$ cat config.mk
export PLATFORM = sky130hd
export DESIGN_NAME = ctm_top
export DESIGN_NICKNAME = d
export VERILOG_FILES = /design/src/ctm_pkg.sv /design/src/ctm_cfg_if.sv /design/src/ctm_blinker.sv /design/src/ctm_sw_capture.sv /design/src/ctm_top.sv
export SDC_FILE = /design/constraint.sdc
export NUM_CORES = 1
export LEC_CHECK = 0
export BUFFER_PORTS_ARGS = -buffer_cell sky130_fd_sc_hd__buf_2
export CORE_MARGIN = 2
export CORE_UTILIZATION = 45
export CTS_BUF_LIST = sky130_fd_sc_hd__clkbuf_16
export DETAILED_ROUTE_END_ITERATION = 10
export PLACE_DENSITY_LB_ADDON = 0.25
export REMOVE_ABC_BUFFERS = 1
export SYNTH_ARGS = -nofsm -noshare
export SYNTH_HDL_FRONTEND = slang
export SYNTH_HIERARCHICAL = 1
export SYNTH_SLANG_ARGS = --single-unit
export TNS_END_PERCENT = 100
$ cat constraint.sdc
create_clock -name clk_i -period 2.7 [get_ports clk_i]
set_input_delay 0.405 -clock clk_i [delete_from_list [all_inputs] [get_ports clk_i]]
set_output_delay 0.405 -clock clk_i [all_outputs]
set_load 0.02 [all_outputs]
$ cat src/ctm_pkg.sv
`default_nettype none
package ctm_pkg;
	// apb register byte offsets
	localparam logic [11:0] CTM_CTRL_OFS = 12'h000;
	localparam logic [11:0] CTM_STATUS_OFS = 12'h004;
	localparam logic [11:0] CTM_SWITCH_OFS = 12'h008;
	// control register fields
	localparam int CTM_CTRL_DIR_BIT = 0;
	localparam int CTM_CTRL_BANK_BIT = 1;
	localparam int CTM_CTRL_EXEC_BIT = 2;
	localparam int CTM_CTRL_ACK_BIT = 3;
	localparam logic CTM_CTRL_DIR_RST = 1'b0;
	localparam logic CTM_CTRL_BANK_RST = 1'b0;
	// status register fields
	localparam int CTM_ST_PHASE_LSB = 0;
	localparam int CTM_ST_MODE_ERR_BIT = 4;
	localparam int CTM_ST_PROT_ERR_BIT = 5;
	localparam int CTM_ST_FLASH_ERR_BIT = 6;
	localparam int CTM_ST_VERIFY_ERR_BIT = 7;
	localparam int CTM_ST_DIR_BIT = 8;
	localparam int CTM_ST_BANK_BIT = 9;
	localparam int CTM_ST_MANUAL_BIT = 10;
	localparam int CTM_ST_IDLE_BIT = 11;
	// switch positions inside each four-switch bank
	localparam int CTM_SW_AUTO_LOAD = 0;
	localparam int CTM_SW_AUTO_SAVE = 1;
	localparam int CTM_SW_MANUAL = 2;
	localparam int CTM_SW_TERM_WR = 0;
	localparam int CTM_SW_CART_WR = 1;
	localparam int CTM_SW_BANK = 2;
	// transfer direction
	localparam logic CTM_DIR_LOAD = 1'b0;
	localparam logic CTM_DIR_SAVE = 1'b1;
	// flash operation codes
	localparam logic [1:0] CTM_OP_INIT = 2'h0;
	localparam logic [1:0] CTM_OP_WRITE = 2'h1;
	localparam logic [1:0] CTM_OP_VERIFY = 2'h2;
	// reported phases, one-hot
	localparam logic [3:0] CTM_PH_NONE = 4'h0;
	localparam logic [3:0] CTM_PH_PREP = 4'h1;
	localparam logic [3:0] CTM_PH_XMIT = 4'h2;
	localparam logic [3:0] CTM_PH_VERIFY = 4'h4;
	localparam logic [3:0] CTM_PH_DONE = 4'h8;
	// timing
	localparam int unsigned CTM_CLK_KHZ = 25000;
	localparam int unsigned CTM_BLINK_HALF_MS = 250;
	localparam int unsigned CTM_BLINK_HALF_CYC = CTM_BLINK_HALF_MS * CTM_CLK_KHZ;
	localparam int unsigned CTM_SETTLE_CYC = 4;
	typedef enum logic [7:0] {
		ST_WAIT = 8'h01,
		ST_CHECK = 8'h02,
		ST_MAN = 8'h04,
		ST_PREP = 8'h08,
		ST_XMIT = 8'h10,
		ST_VERIFY = 8'h20,
		ST_DONE = 8'h40,
		ST_ERROR = 8'h80
	} ctm_state_e;
endpackage
`default_nettype wire

$ cat src/ctm_cfg_if.sv
`default_nettype none
interface ctm_cfg_if;
	logic valid;
	logic auto_load_sel;
	logic auto_save_sel;
	logic manual_xfer_sel;
	logic term_wr_en;
	logic cart_wr_en;
	logic auto_bank_sel;
	logic [7:0] raw;
	modport src (output valid, auto_load_sel, auto_save_sel, manual_xfer_sel, term_wr_en, cart_wr_en,
		auto_bank_sel, raw);
	modport dst (input valid, auto_load_sel, auto_save_sel, manual_xfer_sel, term_wr_en, cart_wr_en,
		auto_bank_sel, raw);
endinterface
`default_nettype wire

$ cat src/ctm_blinker.sv
`default_nettype none
module ctm_blinker #(
	parameter int unsigned HALF_CYC = 6250000
) (
	input wire logic clk_i,
	input wire logic rst_n_i,
	input wire logic en_i,
	input wire logic blink_i,
	input wire logic steady_i,
	output logic led_o
);
	localparam int CW = (HALF_CYC > 1) ? $clog2(HALF_CYC) : 1;
	logic [CW-1:0] cnt_q;
	logic phase_q;
	wire wrap = (cnt_q == CW'(HALF_CYC - 1));

	always_ff @(posedge clk_i or negedge rst_n_i) begin
		if (!rst_n_i) begin
			cnt_q <= '0;
			phase_q <= 1'b0;
			led_o <= 1'b0;
		end else if (en_i) begin
			// counter restarts outside blinking so every blink starts with a full lit half
			cnt_q <= (!blink_i || wrap) ? '0 : cnt_q + CW'(1);
			phase_q <= !blink_i ? 1'b1 : (wrap ? ~phase_q : phase_q);
			led_o <= steady_i | (blink_i & phase_q);
		end
	end
endmodule // ctm_blinker
`default_nettype wire

$ cat src/ctm_sw_capture.sv
`default_nettype none
module ctm_sw_capture
	import ctm_pkg::*;
(
	input wire logic clk_i,
	input wire logic rst_n_i,
	input wire logic en_i,
	input wire logic [3:0] mode_switch_bank_i,
	input wire logic [3:0] protect_switch_bank_i,
	ctm_cfg_if.src cfg
);
	logic [2:0] settle_q;
	logic valid_q;
	logic [7:0] sw_q;
	wire settle_done = (settle_q == 3'(CTM_SETTLE_CYC));

	// the banks are caught once, a few cycles after reset release, then frozen
	always_ff @(posedge clk_i or negedge rst_n_i) begin
		if (!rst_n_i) begin
			settle_q <= 3'h0;
			valid_q <= 1'b0;
			sw_q <= 8'h00;
		end else if (en_i && !valid_q) begin
			if (settle_done) begin
				valid_q <= 1'b1;
				sw_q <= {protect_switch_bank_i, mode_switch_bank_i};
			end else begin
				settle_q <= settle_q + 3'h1;
			end
		end
	end

	assign cfg.valid = valid_q;
	assign cfg.raw = sw_q;
	assign cfg.auto_load_sel = sw_q[CTM_SW_AUTO_LOAD];
	assign cfg.auto_save_sel = sw_q[CTM_SW_AUTO_SAVE];
	assign cfg.manual_xfer_sel = sw_q[CTM_SW_MANUAL];
	assign cfg.term_wr_en = sw_q[4 + CTM_SW_TERM_WR];
	assign cfg.cart_wr_en = sw_q[4 + CTM_SW_CART_WR];
	assign cfg.auto_bank_sel = sw_q[4 + CTM_SW_BANK];
endmodule // ctm_sw_capture
`default_nettype wire

$ cat src/ctm_top.sv
// Functional notes
// - mode and write protection come only from captured switch banks
// - auto load copies cartridge into terminal
// - auto save copies terminal into cartridge
// - manual mode takes direction, bank from panel
// - terminal writes only with term_wr_en on
// - cartridge writes only with cart_wr_en on
// - auto transfers use bank auto_bank_sel
// - cartridge has two independent full-image banks
// - mode error unless mode switches one-hot
// - protect error when destination write disabled
// - auto save overwrites only selected bank
// - auto save leaves terminal data untouched
// - auto load fully replaces terminal data
// - phases preparing, transmitting, verifying, finished
// - indicator blinks while busy, steady when finished
// - errors latch with alarm, manual protect acknowledgeable
// - verify pass after write, verify error
// - flash error on init or write failure
`default_nettype none
module ctm_top
	import ctm_pkg::*;
#(
	parameter int unsigned BLINK_HALF_CYC = CTM_BLINK_HALF_CYC
) (
	// clock, reset, enable
	input wire logic clk_i,
	input wire logic arst_n_i,
	input wire logic en_i,
	// apb slave
	input wire logic psel_i,
	input wire logic penable_i,
	input wire logic pwrite_i,
	input wire logic [11:0] paddr_i,
	input wire logic [31:0] pwdata_i,
	output logic [31:0] prdata_o,
	output logic pready_o,
	output logic pslverr_o,
	// configuration switch banks
	input wire logic [3:0] mode_switch_bank_i,
	input wire logic [3:0] protect_switch_bank_i,
	// flash operation port
	output logic op_req_o,
	output logic [1:0] op_code_o,
	output logic op_dir_o,
	output logic op_bank_o,
	input wire logic op_done_i,
	input wire logic op_err_i,
	// destination write gates
	output logic term_wr_allow_o,
	output logic cart_wr_allow_o,
	// operator feedback
	output logic [3:0] phase_o,
	output logic run_indicator_o,
	output logic alarm_o
);
	logic [1:0] rst_sync_q;
	wire rst_n = rst_sync_q[1];

	// release is synchronised so every flop leaves reset on the same edge
	always_ff @(posedge clk_i or negedge arst_n_i) begin
		if (!arst_n_i) begin
			rst_sync_q <= 2'b00;
		end else begin
			rst_sync_q <= {rst_sync_q[0], 1'b1};
		end
	end

	// captured switches
	ctm_cfg_if cfg ();

	ctm_sw_capture u_capture (
		.clk_i(clk_i),
		.rst_n_i(rst_n),
		.en_i(en_i),
		.mode_switch_bank_i(mode_switch_bank_i),
		.protect_switch_bank_i(protect_switch_bank_i),
		.cfg(cfg)
	);

	// apb decode
	wire apb_setup = psel_i & ~penable_i;
	wire apb_fire = psel_i & penable_i & pready_o;
	wire apb_wr = apb_fire & pwrite_i;
	wire hit_ctrl = (paddr_i == CTM_CTRL_OFS);
	wire hit_status = (paddr_i == CTM_STATUS_OFS);
	wire hit_switch = (paddr_i == CTM_SWITCH_OFS);
	wire hit_any = hit_ctrl | hit_status | hit_switch;
	// writes to the read-only words are dropped without an error
	wire wr_ctrl = apb_wr & hit_ctrl & ~pslverr_o;
	wire exec_pulse = wr_ctrl & pwdata_i[CTM_CTRL_EXEC_BIT];
	wire ack_pulse = wr_ctrl & pwdata_i[CTM_CTRL_ACK_BIT];

	// control state
	ctm_state_e state_q;
	ctm_state_e state_d;
	logic man_dir_q;
	logic man_bank_q;
	logic dir_q;
	logic dir_d;
	logic bank_q;
	logic bank_d;
	logic manual_q;
	logic mode_err_q;
	logic prot_err_q;
	logic flash_err_q;
	logic verify_err_q;

	// mode decode from captured switches only
	wire [2:0] mode_vec = {cfg.manual_xfer_sel, cfg.auto_save_sel, cfg.auto_load_sel};
	wire mode_onehot = (mode_vec == 3'b001) | (mode_vec == 3'b010) | (mode_vec == 3'b100);
	// the reserved fourth switches are not decoded at all
	wire chk_dir = cfg.auto_save_sel ? CTM_DIR_SAVE : CTM_DIR_LOAD;
	wire chk_bank = cfg.auto_bank_sel;
	wire man_dest_ok = (man_dir_q == CTM_DIR_SAVE) ? cfg.cart_wr_en : cfg.term_wr_en;
	wire auto_dest_ok = (chk_dir == CTM_DIR_SAVE) ? cfg.cart_wr_en : cfg.term_wr_en;
	// a done with no request outstanding is ignored
	wire op_ack = op_req_o & op_done_i;

	// error events
	wire set_mode_err = (state_q == ST_CHECK) & ~mode_onehot;
	wire set_prot_auto = (state_q == ST_CHECK) & mode_onehot & ~cfg.manual_xfer_sel & ~auto_dest_ok;
	wire set_prot_man = (state_q == ST_MAN) & exec_pulse & ~man_dest_ok;
	wire set_flash_err = ((state_q == ST_PREP) | (state_q == ST_XMIT)) & op_ack & op_err_i;
	wire set_verify_err = (state_q == ST_VERIFY) & op_ack & op_err_i;
	// only a protect error raised in manual mode may be acknowledged
	wire clr_prot = (state_q == ST_ERROR) & manual_q & ack_pulse & ~mode_err_q & ~flash_err_q & ~verify_err_q;

	// one-hot states; an illegal code falls into the error state
	always_comb begin
		state_d = state_q;
		dir_d = dir_q;
		bank_d = bank_q;
		case (state_q)
			ST_WAIT: begin
				if (cfg.valid) begin
					state_d = ST_CHECK;
				end
			end
			ST_CHECK: begin
				if (!mode_onehot) begin
					state_d = ST_ERROR;
				end else if (cfg.manual_xfer_sel) begin
					state_d = ST_MAN;
				end else if (!auto_dest_ok) begin
					state_d = ST_ERROR;
				end else begin
					dir_d = chk_dir;
					bank_d = chk_bank;
					state_d = ST_PREP;
				end
			end
			ST_MAN: begin
				if (exec_pulse) begin
					dir_d = man_dir_q;
					bank_d = man_bank_q;
					state_d = man_dest_ok ? ST_PREP : ST_ERROR;
				end
			end
			ST_PREP: begin
				if (op_ack) begin
					state_d = op_err_i ? ST_ERROR : ST_XMIT;
				end
			end
			ST_XMIT: begin
				if (op_ack) begin
					state_d = op_err_i ? ST_ERROR : ST_VERIFY;
				end
			end
			ST_VERIFY: begin
				if (op_ack) begin
					state_d = op_err_i ? ST_ERROR : ST_DONE;
				end
			end
			ST_DONE: begin
				state_d = ST_DONE;
			end
			ST_ERROR: begin
				if (clr_prot) begin
					state_d = ST_MAN;
				end
			end
			default: begin
				state_d = ST_ERROR;
			end
		endcase
	end

	always_ff @(posedge clk_i or negedge rst_n) begin
		if (!rst_n) begin
			state_q <= ST_WAIT;
		end else if (en_i) begin
			state_q <= state_d;
		end
	end

	// selection of the transfer under way, kept for status and the op port
	always_ff @(posedge clk_i or negedge rst_n) begin
		if (!rst_n) begin
			dir_q <= CTM_DIR_LOAD;
			bank_q <= 1'b0;
		end else if (en_i) begin
			dir_q <= dir_d;
			bank_q <= bank_d;
		end
	end

	// manual mode is known once the checks pass and never forgotten
	always_ff @(posedge clk_i or negedge rst_n) begin
		if (!rst_n) begin
			manual_q <= 1'b0;
		end else if (en_i) begin
			manual_q <= manual_q | ((state_q == ST_CHECK) & cfg.manual_xfer_sel & mode_onehot);
		end
	end

	// sticky error flags; a set in the same cycle as the acknowledge wins
	always_ff @(posedge clk_i or negedge rst_n) begin
		if (!rst_n) begin
			mode_err_q <= 1'b0;
			prot_err_q <= 1'b0;
			flash_err_q <= 1'b0;
			verify_err_q <= 1'b0;
		end else if (en_i) begin
			mode_err_q <= mode_err_q | set_mode_err;
			prot_err_q <= set_prot_auto | set_prot_man | (prot_err_q & ~clr_prot);
			flash_err_q <= flash_err_q | set_flash_err;
			verify_err_q <= verify_err_q | set_verify_err;
		end
	end

	// outputs are registered from the next state so they line up with it
	wire busy_d = (state_d == ST_PREP) | (state_d == ST_XMIT) | (state_d == ST_VERIFY);
	wire [1:0] code_d = (state_d == ST_XMIT) ? CTM_OP_WRITE : ((state_d == ST_VERIFY) ? CTM_OP_VERIFY : CTM_OP_INIT);
	// request drops for one cycle after each done so phases stay distinct
	wire req_d = busy_d & ~op_ack;
	// write gates open only in the write phase, never before the checks
	wire xmit_d = (state_d == ST_XMIT);
	wire term_allow_d = xmit_d & (dir_d == CTM_DIR_LOAD) & cfg.term_wr_en;
	wire cart_allow_d = xmit_d & (dir_d == CTM_DIR_SAVE) & cfg.cart_wr_en;
	// phase holds at none outside a transfer, including errors
	wire [3:0] phase_d = (state_d == ST_PREP) ? CTM_PH_PREP :
		(state_d == ST_XMIT) ? CTM_PH_XMIT :
		(state_d == ST_VERIFY) ? CTM_PH_VERIFY :
		(state_d == ST_DONE) ? CTM_PH_DONE : CTM_PH_NONE;
	// the alarm stands for the whole error state, not just its entry
	wire err_d = (state_d == ST_ERROR);

	always_ff @(posedge clk_i or negedge rst_n) begin
		if (!rst_n) begin
			op_req_o <= 1'b0;
			op_code_o <= CTM_OP_INIT;
			op_dir_o <= CTM_DIR_LOAD;
			op_bank_o <= 1'b0;
		end else if (en_i) begin
			op_req_o <= req_d;
			op_code_o <= code_d;
			op_dir_o <= dir_d;
			op_bank_o <= bank_d;
		end
	end

	// destination write gates
	always_ff @(posedge clk_i or negedge rst_n) begin
		if (!rst_n) begin
			term_wr_allow_o <= 1'b0;
			cart_wr_allow_o <= 1'b0;
		end else if (en_i) begin
			term_wr_allow_o <= term_allow_d;
			cart_wr_allow_o <= cart_allow_d;
		end
	end

	// operator feedback
	always_ff @(posedge clk_i or negedge rst_n) begin
		if (!rst_n) begin
			phase_o <= CTM_PH_NONE;
			alarm_o <= 1'b0;
		end else if (en_i) begin
			phase_o <= phase_d;
			alarm_o <= err_d;
		end
	end

	// run indicator: blink while busy or in error, lit once finished
	ctm_blinker #(
		.HALF_CYC(BLINK_HALF_CYC)
	) u_blink (
		.clk_i(clk_i),
		.rst_n_i(rst_n),
		.en_i(en_i),
		.blink_i(busy_d | err_d),
		.steady_i(state_d == ST_DONE),
		.led_o(run_indicator_o)
	);

	// panel selections for manual mode
	// execute acts on the selection already held, so set direction and bank first
	always_ff @(posedge clk_i or negedge rst_n) begin
		if (!rst_n) begin
			man_dir_q <= CTM_CTRL_DIR_RST;
			man_bank_q <= CTM_CTRL_BANK_RST;
		end else if (en_i && wr_ctrl) begin
			man_dir_q <= pwdata_i[CTM_CTRL_DIR_BIT];
			man_bank_q <= pwdata_i[CTM_CTRL_BANK_BIT];
		end
	end

	// read mux
	wire [31:0] rd_ctrl = {30'h0, man_bank_q, man_dir_q};
	// phase comes from its register so status agrees with phase_o
	wire [31:0] rd_status = {20'h0, (state_q == ST_WAIT), manual_q, bank_q, dir_q,
		verify_err_q, flash_err_q, prot_err_q, mode_err_q, phase_o};
	wire [31:0] rd_switch = {24'h0, cfg.raw};
	wire [31:0] rd_mux = hit_ctrl ? rd_ctrl : (hit_status ? rd_status : (hit_switch ? rd_switch : 32'h0));

	// no wait state: data and ready are latched in the setup cycle
	always_ff @(posedge clk_i or negedge rst_n) begin
		if (!rst_n) begin
			pready_o <= 1'b0;
			pslverr_o <= 1'b0;
		end else if (en_i) begin
			pready_o <= apb_setup;
			pslverr_o <= apb_setup & ~hit_any;
		end
	end

	// read data only on reads, zero otherwise
	always_ff @(posedge clk_i or negedge rst_n) begin
		if (!rst_n) begin
			prdata_o <= 32'h0;
		end else if (en_i) begin
			prdata_o <= (apb_setup & ~pwrite_i) ? rd_mux : 32'h0;
		end
	end
endmodule // ctm_top
`default_nettype wire

After elaboration in Yosys (flattened, before gate mapping)
Cells that the tools add are included.

storage, ports and cells
  register bits = 100
  word-level logic and storage cells = 170
  output and inout bits = 47
  bits of input ports = 60

cells by class
  bitwise logic cells = 66
  multiplexer cells = 40
  reductions and logical operators = 11
  $add $sub $neg = 2
  equal/unequal tests = 25

operator list
  kind                                                               number
  8-bit two-way mux                                                  14
  8-bit case mux with 8 select lines                                 1
  12-bit two-way mux                                                 3
  1-bit AND                                                          35
  23-bit by 1-bit adder with 23-bit output (second input constant)   1
  23-bit == test (second input constant)                             1
  23-bit two-way mux                                                 1
  8-bit by 4-bit == test with 1-bit output (second input constant)   2
  8-bit by 5-bit == test with 1-bit output (second input constant)   2
  8-bit by 6-bit == test with 1-bit output (second input constant)   2
  8-bit by 7-bit == test with 1-bit output (second input constant)   2
  8-bit == test (second input constant)                              2
  4-bit two-way mux                                                  4
  1-bit inverter                                                     16
  1-bit OR                                                           15
  1-bit two-way mux                                                  13
  12-bit by 3-bit == test with 1-bit output (second input constant)  1
  12-bit by 4-bit == test with 1-bit output (second input constant)  1
  12-bit logical NOT                                                 1
  2-bit inequality test (second input constant)                      5
  8-bit by 1-bit == test with 1-bit output (second input constant)   1
  8-bit by 2-bit == test with 1-bit output (second input constant)   1
  8-bit by 3-bit == test with 1-bit output (second input constant)   1
  3-bit == test (second input constant)                              2
  11 further kinds                                                   17

Depth between registers and ports, before layout
Gate-level depths: netlist of run 1.

  depth after elaboration = 19
  mapped depth = 10
  gate-level depth less buffers = 9

By module
Netlist of run 1, hierarchy kept.

by module, submodules not included
  module          instances  seq. area each (um2)  area each (um2)  cells each
  ctm_top         1          1077.3                2566.2           272
  ctm_blinker     1          625.6                 1452.6           155
  ctm_sw_capture  1          300.3                 553.0            40

Worst setup path before layout of run 1
Ideal clock, no wire load.

  path type = input-to-reg
  start = input port paddr_i[2]
  end = register u_blink.cnt_q[11]
  stages = 10
  path slack = 256 ps
  data arrival time = 2380 ps
  path buffers = 2
  data required time = 2636 ps
  library setup time = 64 ps
  cell sequence = buf_6 > or3_1 > or3_4 > nor4_1 > a21oi_1 > nand3_1 > o211ai_2 > buf_2 > nor4_1 > a21o_1

between the ends
  cells in the longest elaborated chain, start to end = 17
  elaborated cells between the ends (all ways) = 22
  classes of those cells = 4 x eq/ne; 4 x mux; 11 x bitwise; 3 x reduce/logical

RTL lines
  element                                                                                               RTL line           RTL
  from (decl)                                                                                           ctm_top.sv:34      input wire logic [11:0] paddr_i,
  12-bit logical NOT *                                                                                  ctm_top.sv:85      wire hit_ctrl = (paddr_i == CTM_CTRL_OFS);
  1-bit AND * (2 in a row)                                                                              ctm_top.sv:90      wire wr_ctrl = apb_wr & hit_ctrl & ~pslverr_o;
  1-bit AND                                                                                             ctm_top.sv:92      wire ack_pulse = wr_ctrl & pwdata_i[CTM_CTRL_ACK_BIT];
  1-bit AND (4 in a row)                                                                                ctm_top.sv:127     wire clr_prot = (state_q == ST_ERROR) & manual_q & ack_pulse & ~mode_err_q & ~flash_err_q & ~verify_err_q;
  8-bit two-way mux                                                                                     ctm_top.sv:179     if (clr_prot) begin
  8-bit case mux with 8 select lines *                                                                  ctm_top.sv:134     case (state_q)
  8-bit by 4-bit == test with 1-bit output or 8-bit by 5-bit == test with 1-bit output (tied branches)  ctm_top.sv:233     wire busy_d = (state_d == ST_PREP) | (state_d == ST_XMIT) | (state_d == ST_VERIFY);
  1-bit OR (2 in a row)                                                                                 ctm_top.sv:233
  1-bit OR *                                                                                            ctm_top.sv:292     .blink_i(busy_d | err_d),
  1-bit logical NOT *                                                                                   ctm_blinker.sv:24  cnt_q <= (!blink_i || wrap) ? '0 : cnt_q + CW'(1);
  1-bit logical OR *                                                                                    ctm_blinker.sv:24
  23-bit two-way mux *                                                                                  ctm_blinker.sv:24
  to (signal assigned)                                                                                  ctm_blinker.sv:24
  to (decl)                                                                                             ctm_blinker.sv:13  logic [CW-1:0] cnt_q;

Every way passes the cells marked *; elsewhere a longest branch is shown, timed or not.
A chain may end at the register's enable or synchronous reset.

Worst setup path in the final report of run 1
  start = register pslverr_o
  end = register u_blink.cnt_q[7]

between the ends
  cells in the longest elaborated chain, start to end = 16
  elaborated cells between the ends (all ways) = 21
  classes of those cells = 4 x eq/ne; 4 x mux; 11 x bitwise; 2 x reduce/logical

RTL lines
  element                                                                                               RTL line           RTL
  from (decl)                                                                                           ctm_top.sv:38      output logic pslverr_o,
  from (signal assigned)                                                                                ctm_top.sv:324     pslverr_o <= apb_setup & ~hit_any;
  1-bit inverter *                                                                                      ctm_top.sv:90
  1-bit AND *                                                                                           ctm_top.sv:90
  1-bit AND                                                                                             ctm_top.sv:92
  1-bit AND (4 in a row)                                                                                ctm_top.sv:127
  8-bit two-way mux                                                                                     ctm_top.sv:179
  8-bit case mux with 8 select lines *                                                                  ctm_top.sv:134
  8-bit by 4-bit == test with 1-bit output or 8-bit by 5-bit == test with 1-bit output (tied branches)  ctm_top.sv:233
  1-bit OR (2 in a row)                                                                                 ctm_top.sv:233
  1-bit OR *                                                                                            ctm_top.sv:292
  1-bit logical NOT *                                                                                   ctm_blinker.sv:24
  1-bit logical OR *                                                                                    ctm_blinker.sv:24
  23-bit two-way mux *                                                                                  ctm_blinker.sv:24

Marked as above.

==> key figures, run 1 <==
Placed design
  – Port Buffer Count: 58
  – Placer Congestion: between 0.8 and 0.9
  – Placed insts: 665
  – Detailed-placement wirelength estimate: 7570 um

Power and ir drop
  – Overall Power: 3.75 mW
  – Sw Share: 32.6%
  – Sequential power share: 42.1%
  – Peak supply drop: 385 uV
  – Net switching power: about 1.2 mW
  – Leakage: roughly 2.6 nW
  – P_int: 2.52 mW
  – Power density cells: 692 nW/um2
  – Gate power share: 25.6%
  – Clock network fraction of total power: 32.3%

Logic synthesis
  – Largest cells by area after synthesis: dfrtp_1, buf_4, mux2_2
  – Post-synth ARST share: 100%
  – Most instantiated cells after synthesis: dfrtp_1, nor2_1, nand2_1, buf_4, o21ai_0
  – Seq/Total Area, Yosys: 43.8%
  – Yosys cell types: 73
  – Post-synth top area share: 43.2%
  – Mapped Cells: 467
  – Post-synth EDFFs: 0
  – Synth Flop Type: dfrtp_1
  – Yosys warning count: 6
  – Mapped Avg Cell Area: 9.79 um2
  – Area leader, netlist: dfrtp_1
  – Seq cells post-synth: 80
  – Most common cell in the netlist: dfrtp_1
  – Netlist Area Pre-Place: ~4600 um2

Floorplan
  – Die H: 105 um
  – Core area: 9820 um2
  – Initial core utilization: approximately 47%
  – Row count: 36
  – Die W: 105 um
  – Die area: between 10000 and 15000 um2
  – # IOs: 107

Global routing
  – All-Layer GR Usage: between 15 and 20%
  – Initial antenna violation count: 0
  – Global-route wire length before repair: 17400 um
  – Largest net degree at the start of global routing: 79
  – Number of global-route vias before repair: 3647
  – Total grt overflow: 0

Route
  – Wire length per cell: 15.4 um
  – Routed vias: 3737
  – Final WL: 10500 um
  – DR pass1 iterations: 4
  – Vias/cell: 5.48
  – Initial DRC count: 173
  – DRC viols: 0
  – ANT nets after route: 0

Timing
  – Final Hold Fails: 0
  – Least-Margin Pin Slew: 1.03 ns
  – Fin Hold WS: 0.294 ns
  – Final worst-path cycle share: around 93%
  – RSZ-0062 raised after global routing: false
  – Final setup vio count: 0
  – Slew HR: 31.7%
  – Fmax: between 300 and 400 MHz
  – Final Max Tran Viols: 0
  – Final setup TNS: 0 ns
  – Skew final: 0.0121 ns
  – Fin crit period: approximately 2.5 ns

Finish
  – Diode count: 0
  – Area of the multi-input gates: 2280 um2
  – Nets: 607
  – Post-route non-filler standard cell count: 682
  – Final Core Density: 55.1%
  – Area delta synth->final: 18.4%
  – Fill cells: 905
  – Layout cells sized above 1: 27.7%
  – Reg area: 2010 um2

Clocking
  – CTS buffer count: 9
  – Clk buf depth: 2
  – H-tree level count: 3
  – CTS tree: yes
  – Clock transition at the registers of the reported paths: 0.07 ns
  – Sink Count: 80
  – Worst skew pair latency: 0.34 ns
  – Setup bufs post-CTS: 0
  – Clock Root Buffer: clkbuf_16

Critical path
  – Cell family with most CP delay: simple AND/OR/NAND/NOR gates
  – CP arrival: 2.78 ns
  – Crit path max fanout: 6
  – Worst path required time: 2.97 ns
  – CP max-delay cell: dfrtp_1
  – CP Launch Type: register
  – Worst Setup Path Type: register to register
  – WP buf/inv: 2
  – Crit. End Element: register
  – CP dominant cell by count: buf_4
  – CP cell instances: or3_1, or3_4, buf_4, nor3_4, a211oi_1, nand3_2, o211ai_2, buf_4, nor4_1, a21o_1
  – Max incr delay on CP: 0.41 ns

Outcome
  – Outcome: finished clean

Flow run
  – Max cap viols: 0

Worst hold path
  – Worst hold path class: primary input to register
==> sequential cells by signal, summed over array words and instances (netlist names), 2 cells and up <==
signal              cells
op_code_o               2
u_capture/cfg.raw       8
prdata_o               12
u_capture/settle_q      3
state_q                 8
rst_sync_q              2
phase_o                 4
u_blink/cnt_q          23
==> through the flow <==
stage | setup slack, ns | area (um2)
floorplan | 0.225 | 4340
detailed placement | 0.00462 | 5090
global placement | 0.0284 | 5090
global route | 0.0272 | 5420
finish | 0.187 | 5420
CTS | 0.0748 | 5400
==> cell families (layout without fill, tap and decap cells) <==
kind of cell / count (synthesis) / in the layout / share of synthesized area (%)
and+or+nand+nor: 177 / 177 / 23.8
adders and majority gates: 3 / 3 / 0.821
DFF: 80 / 80 / 43.8
AOI/OAI and AO/OA: 104 / 104 / 15.8
other: 2 / 21 / 0.164
muxes: 17 / 17 / 4.19
xor gates and xnor gates: 16 / 16 / 3.07
buffers and inverters: 68 / 131 / 8.26
==> layout make-up <==
class,instances,share of cell area (%)
Clock inverter,7,1.34
Tap cell,133,3.07
Multi-Input combinational cell,338,42.1
Inverter,21,1.46
Timing Repair Buffer,94,10.9
Sequential cell,80,37.1
Clock buffer,9,4.16
==> path summary, 6_finish.rpt <==
path | start | end | slack [ns] | cells after the start
max in group asynchronous | rst_sync_q[1]$_DFF_PN0_ | u_blink/cnt_q[20]$_DFFE_PN0P_ | 1.52 | 0
min in group asynchronous | arst_n_i | rst_sync_q[1]$_DFF_PN0_ | 0.39 | 2
worst max register to register | pslverr_o$_DFFE_PN0P_ | u_blink/cnt_q[7]$_DFFE_PN0P_ | 0.19 | 10
worst max-delay path | pslverr_o$_DFFE_PN0P_ | u_blink/cnt_q[7]$_DFFE_PN0P_ | 0.19 | 10
worst min-delay path | protect_switch_bank_i[3] | u_capture/cfg.raw[7]$_DFFE_PN0P_ | 0.29 | 2
worst min register to register | rst_sync_q[0]$_DFF_PN0_ | rst_sync_q[1]$_DFF_PN0_ | 0.36 | 0
==> layer usage <==
layer / global-route usage [%] / share of wire [%] / up-vias
met5: 0 / 0 / -
met4: 6.38 / 2.1 / 0
met3: 4.49 / 4.8 / 17
met2: 33.6 / 49 / 110
met1: 24.5 / 44 / 1804
li1: - / - / 1806
==> layout by cell type (no fill, tap or decap), types with 9 or more instances in the layout <==
cell	n
dfrtp_1	78
buf_2	58
nor2_1	35
buf_4	33
nand2_1	29
o21ai_0	22
inv_1	21
conb_1	21
a21oi_1	19
mux2_2	13
nor3_1	12
nor2b_1	12
nand3_1	11
xnor2_1	10
clkbuf_16	9
==> power by group through the flow <==
stage	sequential, mW	clock [mW]	combinational (mW)
floorplan	1.58	0	0.542
global placement	1.59	0	0.921
detailed placement	1.60	0	0.947
CTS	1.58	1.24	0.949
global route	1.61	1.29	1.06
finish	1.58	1.21	0.959
==> repair_timing <==
item	4_1_cts	5_1_grt
hold buffers	1	0
resized for setup	0	3
endpoints found under the setup margin	0	18
endpoints found under the hold margin	2	0
Power figures use the tool's default switching activity.
==> inputs of run 2 (changes only) <==
--- a/config.mk
+++ b/config.mk
@@ -6,8 +6,10 @@
 export NUM_CORES = 1
 export LEC_CHECK = 0
 export BUFFER_PORTS_ARGS = -buffer_cell sky130_fd_sc_hd__buf_2
+export CELL_PAD_IN_SITES_DETAIL_PLACEMENT = 2
+export CELL_PAD_IN_SITES_GLOBAL_PLACEMENT = 2
 export CORE_MARGIN = 2
-export CORE_UTILIZATION = 45
+export CORE_UTILIZATION = 33
 export CTS_BUF_LIST = sky130_fd_sc_hd__clkbuf_16
 export DETAILED_ROUTE_END_ITERATION = 10
 export PLACE_DENSITY_LB_ADDON = 0.25
==> run 2 against run 1 <==
Worst hold slack worse by 0.012 ns. Register-to-register slack worse by 0.05 ns. Die area is 35% higher. Count of clock-buffer cells in the layout stayed put. Via count is 4.4% higher. Sequential power hardly changed. Flip-flop and latch count stayed put. Combinational power is 15% higher. Critical path depth is 1 higher. Clock skew is 0.0025 ns lower. Final area is 3.9% higher.
==> key figures, run 2 (synthesized netlist as in run 1, its figures left out) <==
Timing
  – Slew HR: 58.8%
  – Skew final: 0.00966 ns
  – Final Hold Fails: 0
  – Setup WS post-layout: 0.138 ns
  – Final Max Tran Viols: 0
  – Final setup vio count: 0
  – Fin crit period: 2.56 ns
  – Final worst-path cycle share: 94.9%
  – Fmax: 390 MHz
  – Least-Margin Pin Slew: 0.614 ns

Global routing
  – Largest net degree at the start of global routing: 43
  – Number of global-route vias before repair: about 4200
  – All-Layer GR Usage: 19.7%
  – Global-route wire length before repair: 22500 um
  – Initial antenna violation count: 0
  – Total grt overflow: 0

Floorplan
  – Core area: about 14000 um2
  – # IOs: roughly 110
  – Die W: about 120 um
  – Row count: 43
  – Initial core utilization: roughly 33%
  – Die area: 14800 um2
  – Die H: 122 um

Placed design
  – Port Buffer Count: 58
  – Worst slack, placed: -0.142 ns
  – Placer Congestion: 0.825
  – Detailed-placement wirelength estimate: 10600 um
  – Placed insts: 731
  – Placement Cell Area: 5280 um2

Worst hold path
  – Worst hold path class: primary input to register

Finish
  – Layout cells sized above 1: 31.3%
  – Fill cells: 1513
  – Max reg flops: 23
  – Area of the multi-input gates: 2290 um2
  – Reg area: 2010 um2
  – Final Cell Area: 5630 um2
  – Post-route non-filler standard cell count: approximately 750
  – Most common cell after layout, fill and taps aside: dfrtp_1
  – Final Core Density: about two fifths
  – Area delta synth->final: 23.1%
  – Most frequent cells in the layout: dfrtp_1, buf_2, buf_4
  – Biggest regs: u_blink/cnt_q: 23 flops, prdata_o: 12 flops
  – Diode count: 0
  – Nets: 626
  – Largest reg by FF count: u_blink/cnt_q

Power and ir drop
  – Overall Power: 3.94 mW
  – Leakage: between 2 and 3 nW
  – Power density cells: 700 nW/um2
  – Peak supply drop: 276 uV

Route
  – Wire length per cell: roughly 18 um
  – Final WL: ~14000 um
  – DR pass1 iterations: 6
  – DRC viols: 0
  – Routed vias: just under 4000
  – Vias/cell: 5.22
  – Initial DRC count: 125
  – ANT nets after route: 0

Critical path
  – Cell family with most CP delay: simple AND/OR/NAND/NOR gates
  – CP Launch Type: register
  – CP cell instances: or3_1, or3_4, buf_4, nor3_4, a211oi_2, nand3_1, o211ai_2, buf_4, buf_4, nor3b_1, a21o_1
  – CP dominant cell by count: buf_4
  – WP buf/inv: 3
  – Crit. End Element: register
  – Max incr delay on CP: ~0.41 ns
  – Worst path required time: 2.99 ns
  – CP arrival: 2.85 ns
  – CP max-delay cell: dfrtp_1
  – Worst Setup Path Type: register to register
  – Crit path max fanout: 5

Clocking
  – Worst skew pair latency: roughly 0.35 ns
  – Clock transition at the registers of the reported paths: 0.07 ns
  – CTS buffer count: 9
  – H-tree level count: 3
  – Sink Count: 80
  – Clk buf depth: 2
  – Clock Root Buffer: clkbuf_16
  – CTS tree: yes

Flow run
  – Max cap viols: 0

Outcome
  – Outcome: finished clean
run 2: metrics by stage:
| step | hold WS, ns | setup TNS [ns] |
|---|---|---|
| after global placement | 0.191 | -0.0648 |
| final | 0.282 | 0 |
| after CTS | 0.275 | 0 |
| after floorplan | 0.109 | 0 |
| after global routing | 0.281 | -0.00138 |
| after detailed placement | 0.194 | -1.30 |
run 2: power breakdown:
| group | total [mW] | switching (mW) | internal, mW |
|---|---|---|---|
| Clock | 1.27 | 0.546 | 0.726 |
| Combinational | 1.10 | 0.579 | 0.519 |
| Sequential | 1.57 | 0.219 | 1.35 |
run 2: per-layer routing:
layer	share of wire (%)	global-route usage, %	vias to the layer above
li1	-	-	1830
met1	43	23.5	1991
met2	53	36.2	66
met3	2.5	2.86	16
met4	1.7	6.54	0
met5	0	0	-
run 2: path summary, 6_finish.rpt:
path	slack, ns	start	endpoint	cells past startpoint
worst min-delay path	0.28	mode_switch_bank_i[1]	u_capture/cfg.raw[1]$_DFFE_PN0P_	2
worst max register to register	0.14	pslverr_o$_DFFE_PN0P_	u_blink/cnt_q[2]$_DFFE_PN0P_	11
max in group asynchronous	1.74	rst_sync_q[1]$_DFF_PN0_	state_q[4]$_DFFE_PN0P_	1
worst min register to register	0.31	rst_sync_q[1]$_DFF_PN0_	u_blink/cnt_q[19]$_DFFE_PN0P_	0
min in group asynchronous	0.31	rst_sync_q[1]$_DFF_PN0_	u_blink/cnt_q[19]$_DFFE_PN0P_	0
worst max-delay path	0.14	pslverr_o$_DFFE_PN0P_	u_blink/cnt_q[2]$_DFFE_PN0P_	11
run 2: layout make-up:
class                   count  area share [%]
clock buffers               9            4.00
inverters                  21            1.40
repair buffers            113            12.8
clock inverters             7            1.40
well taps                 180            4.00
multi-input cells         338            40.7
flip-flops and latches     80            35.7
run 2: repair_timing:
| item | CTS | global route |
|---|---|---|
| endpoints found under the hold margin | 2 | 0 |
| hold buffers | 1 | 0 |
| resized for setup | 0 | 8 |
| setup buffers | 0 | 0 |
| endpoints found under the setup margin | 0 | 17 |
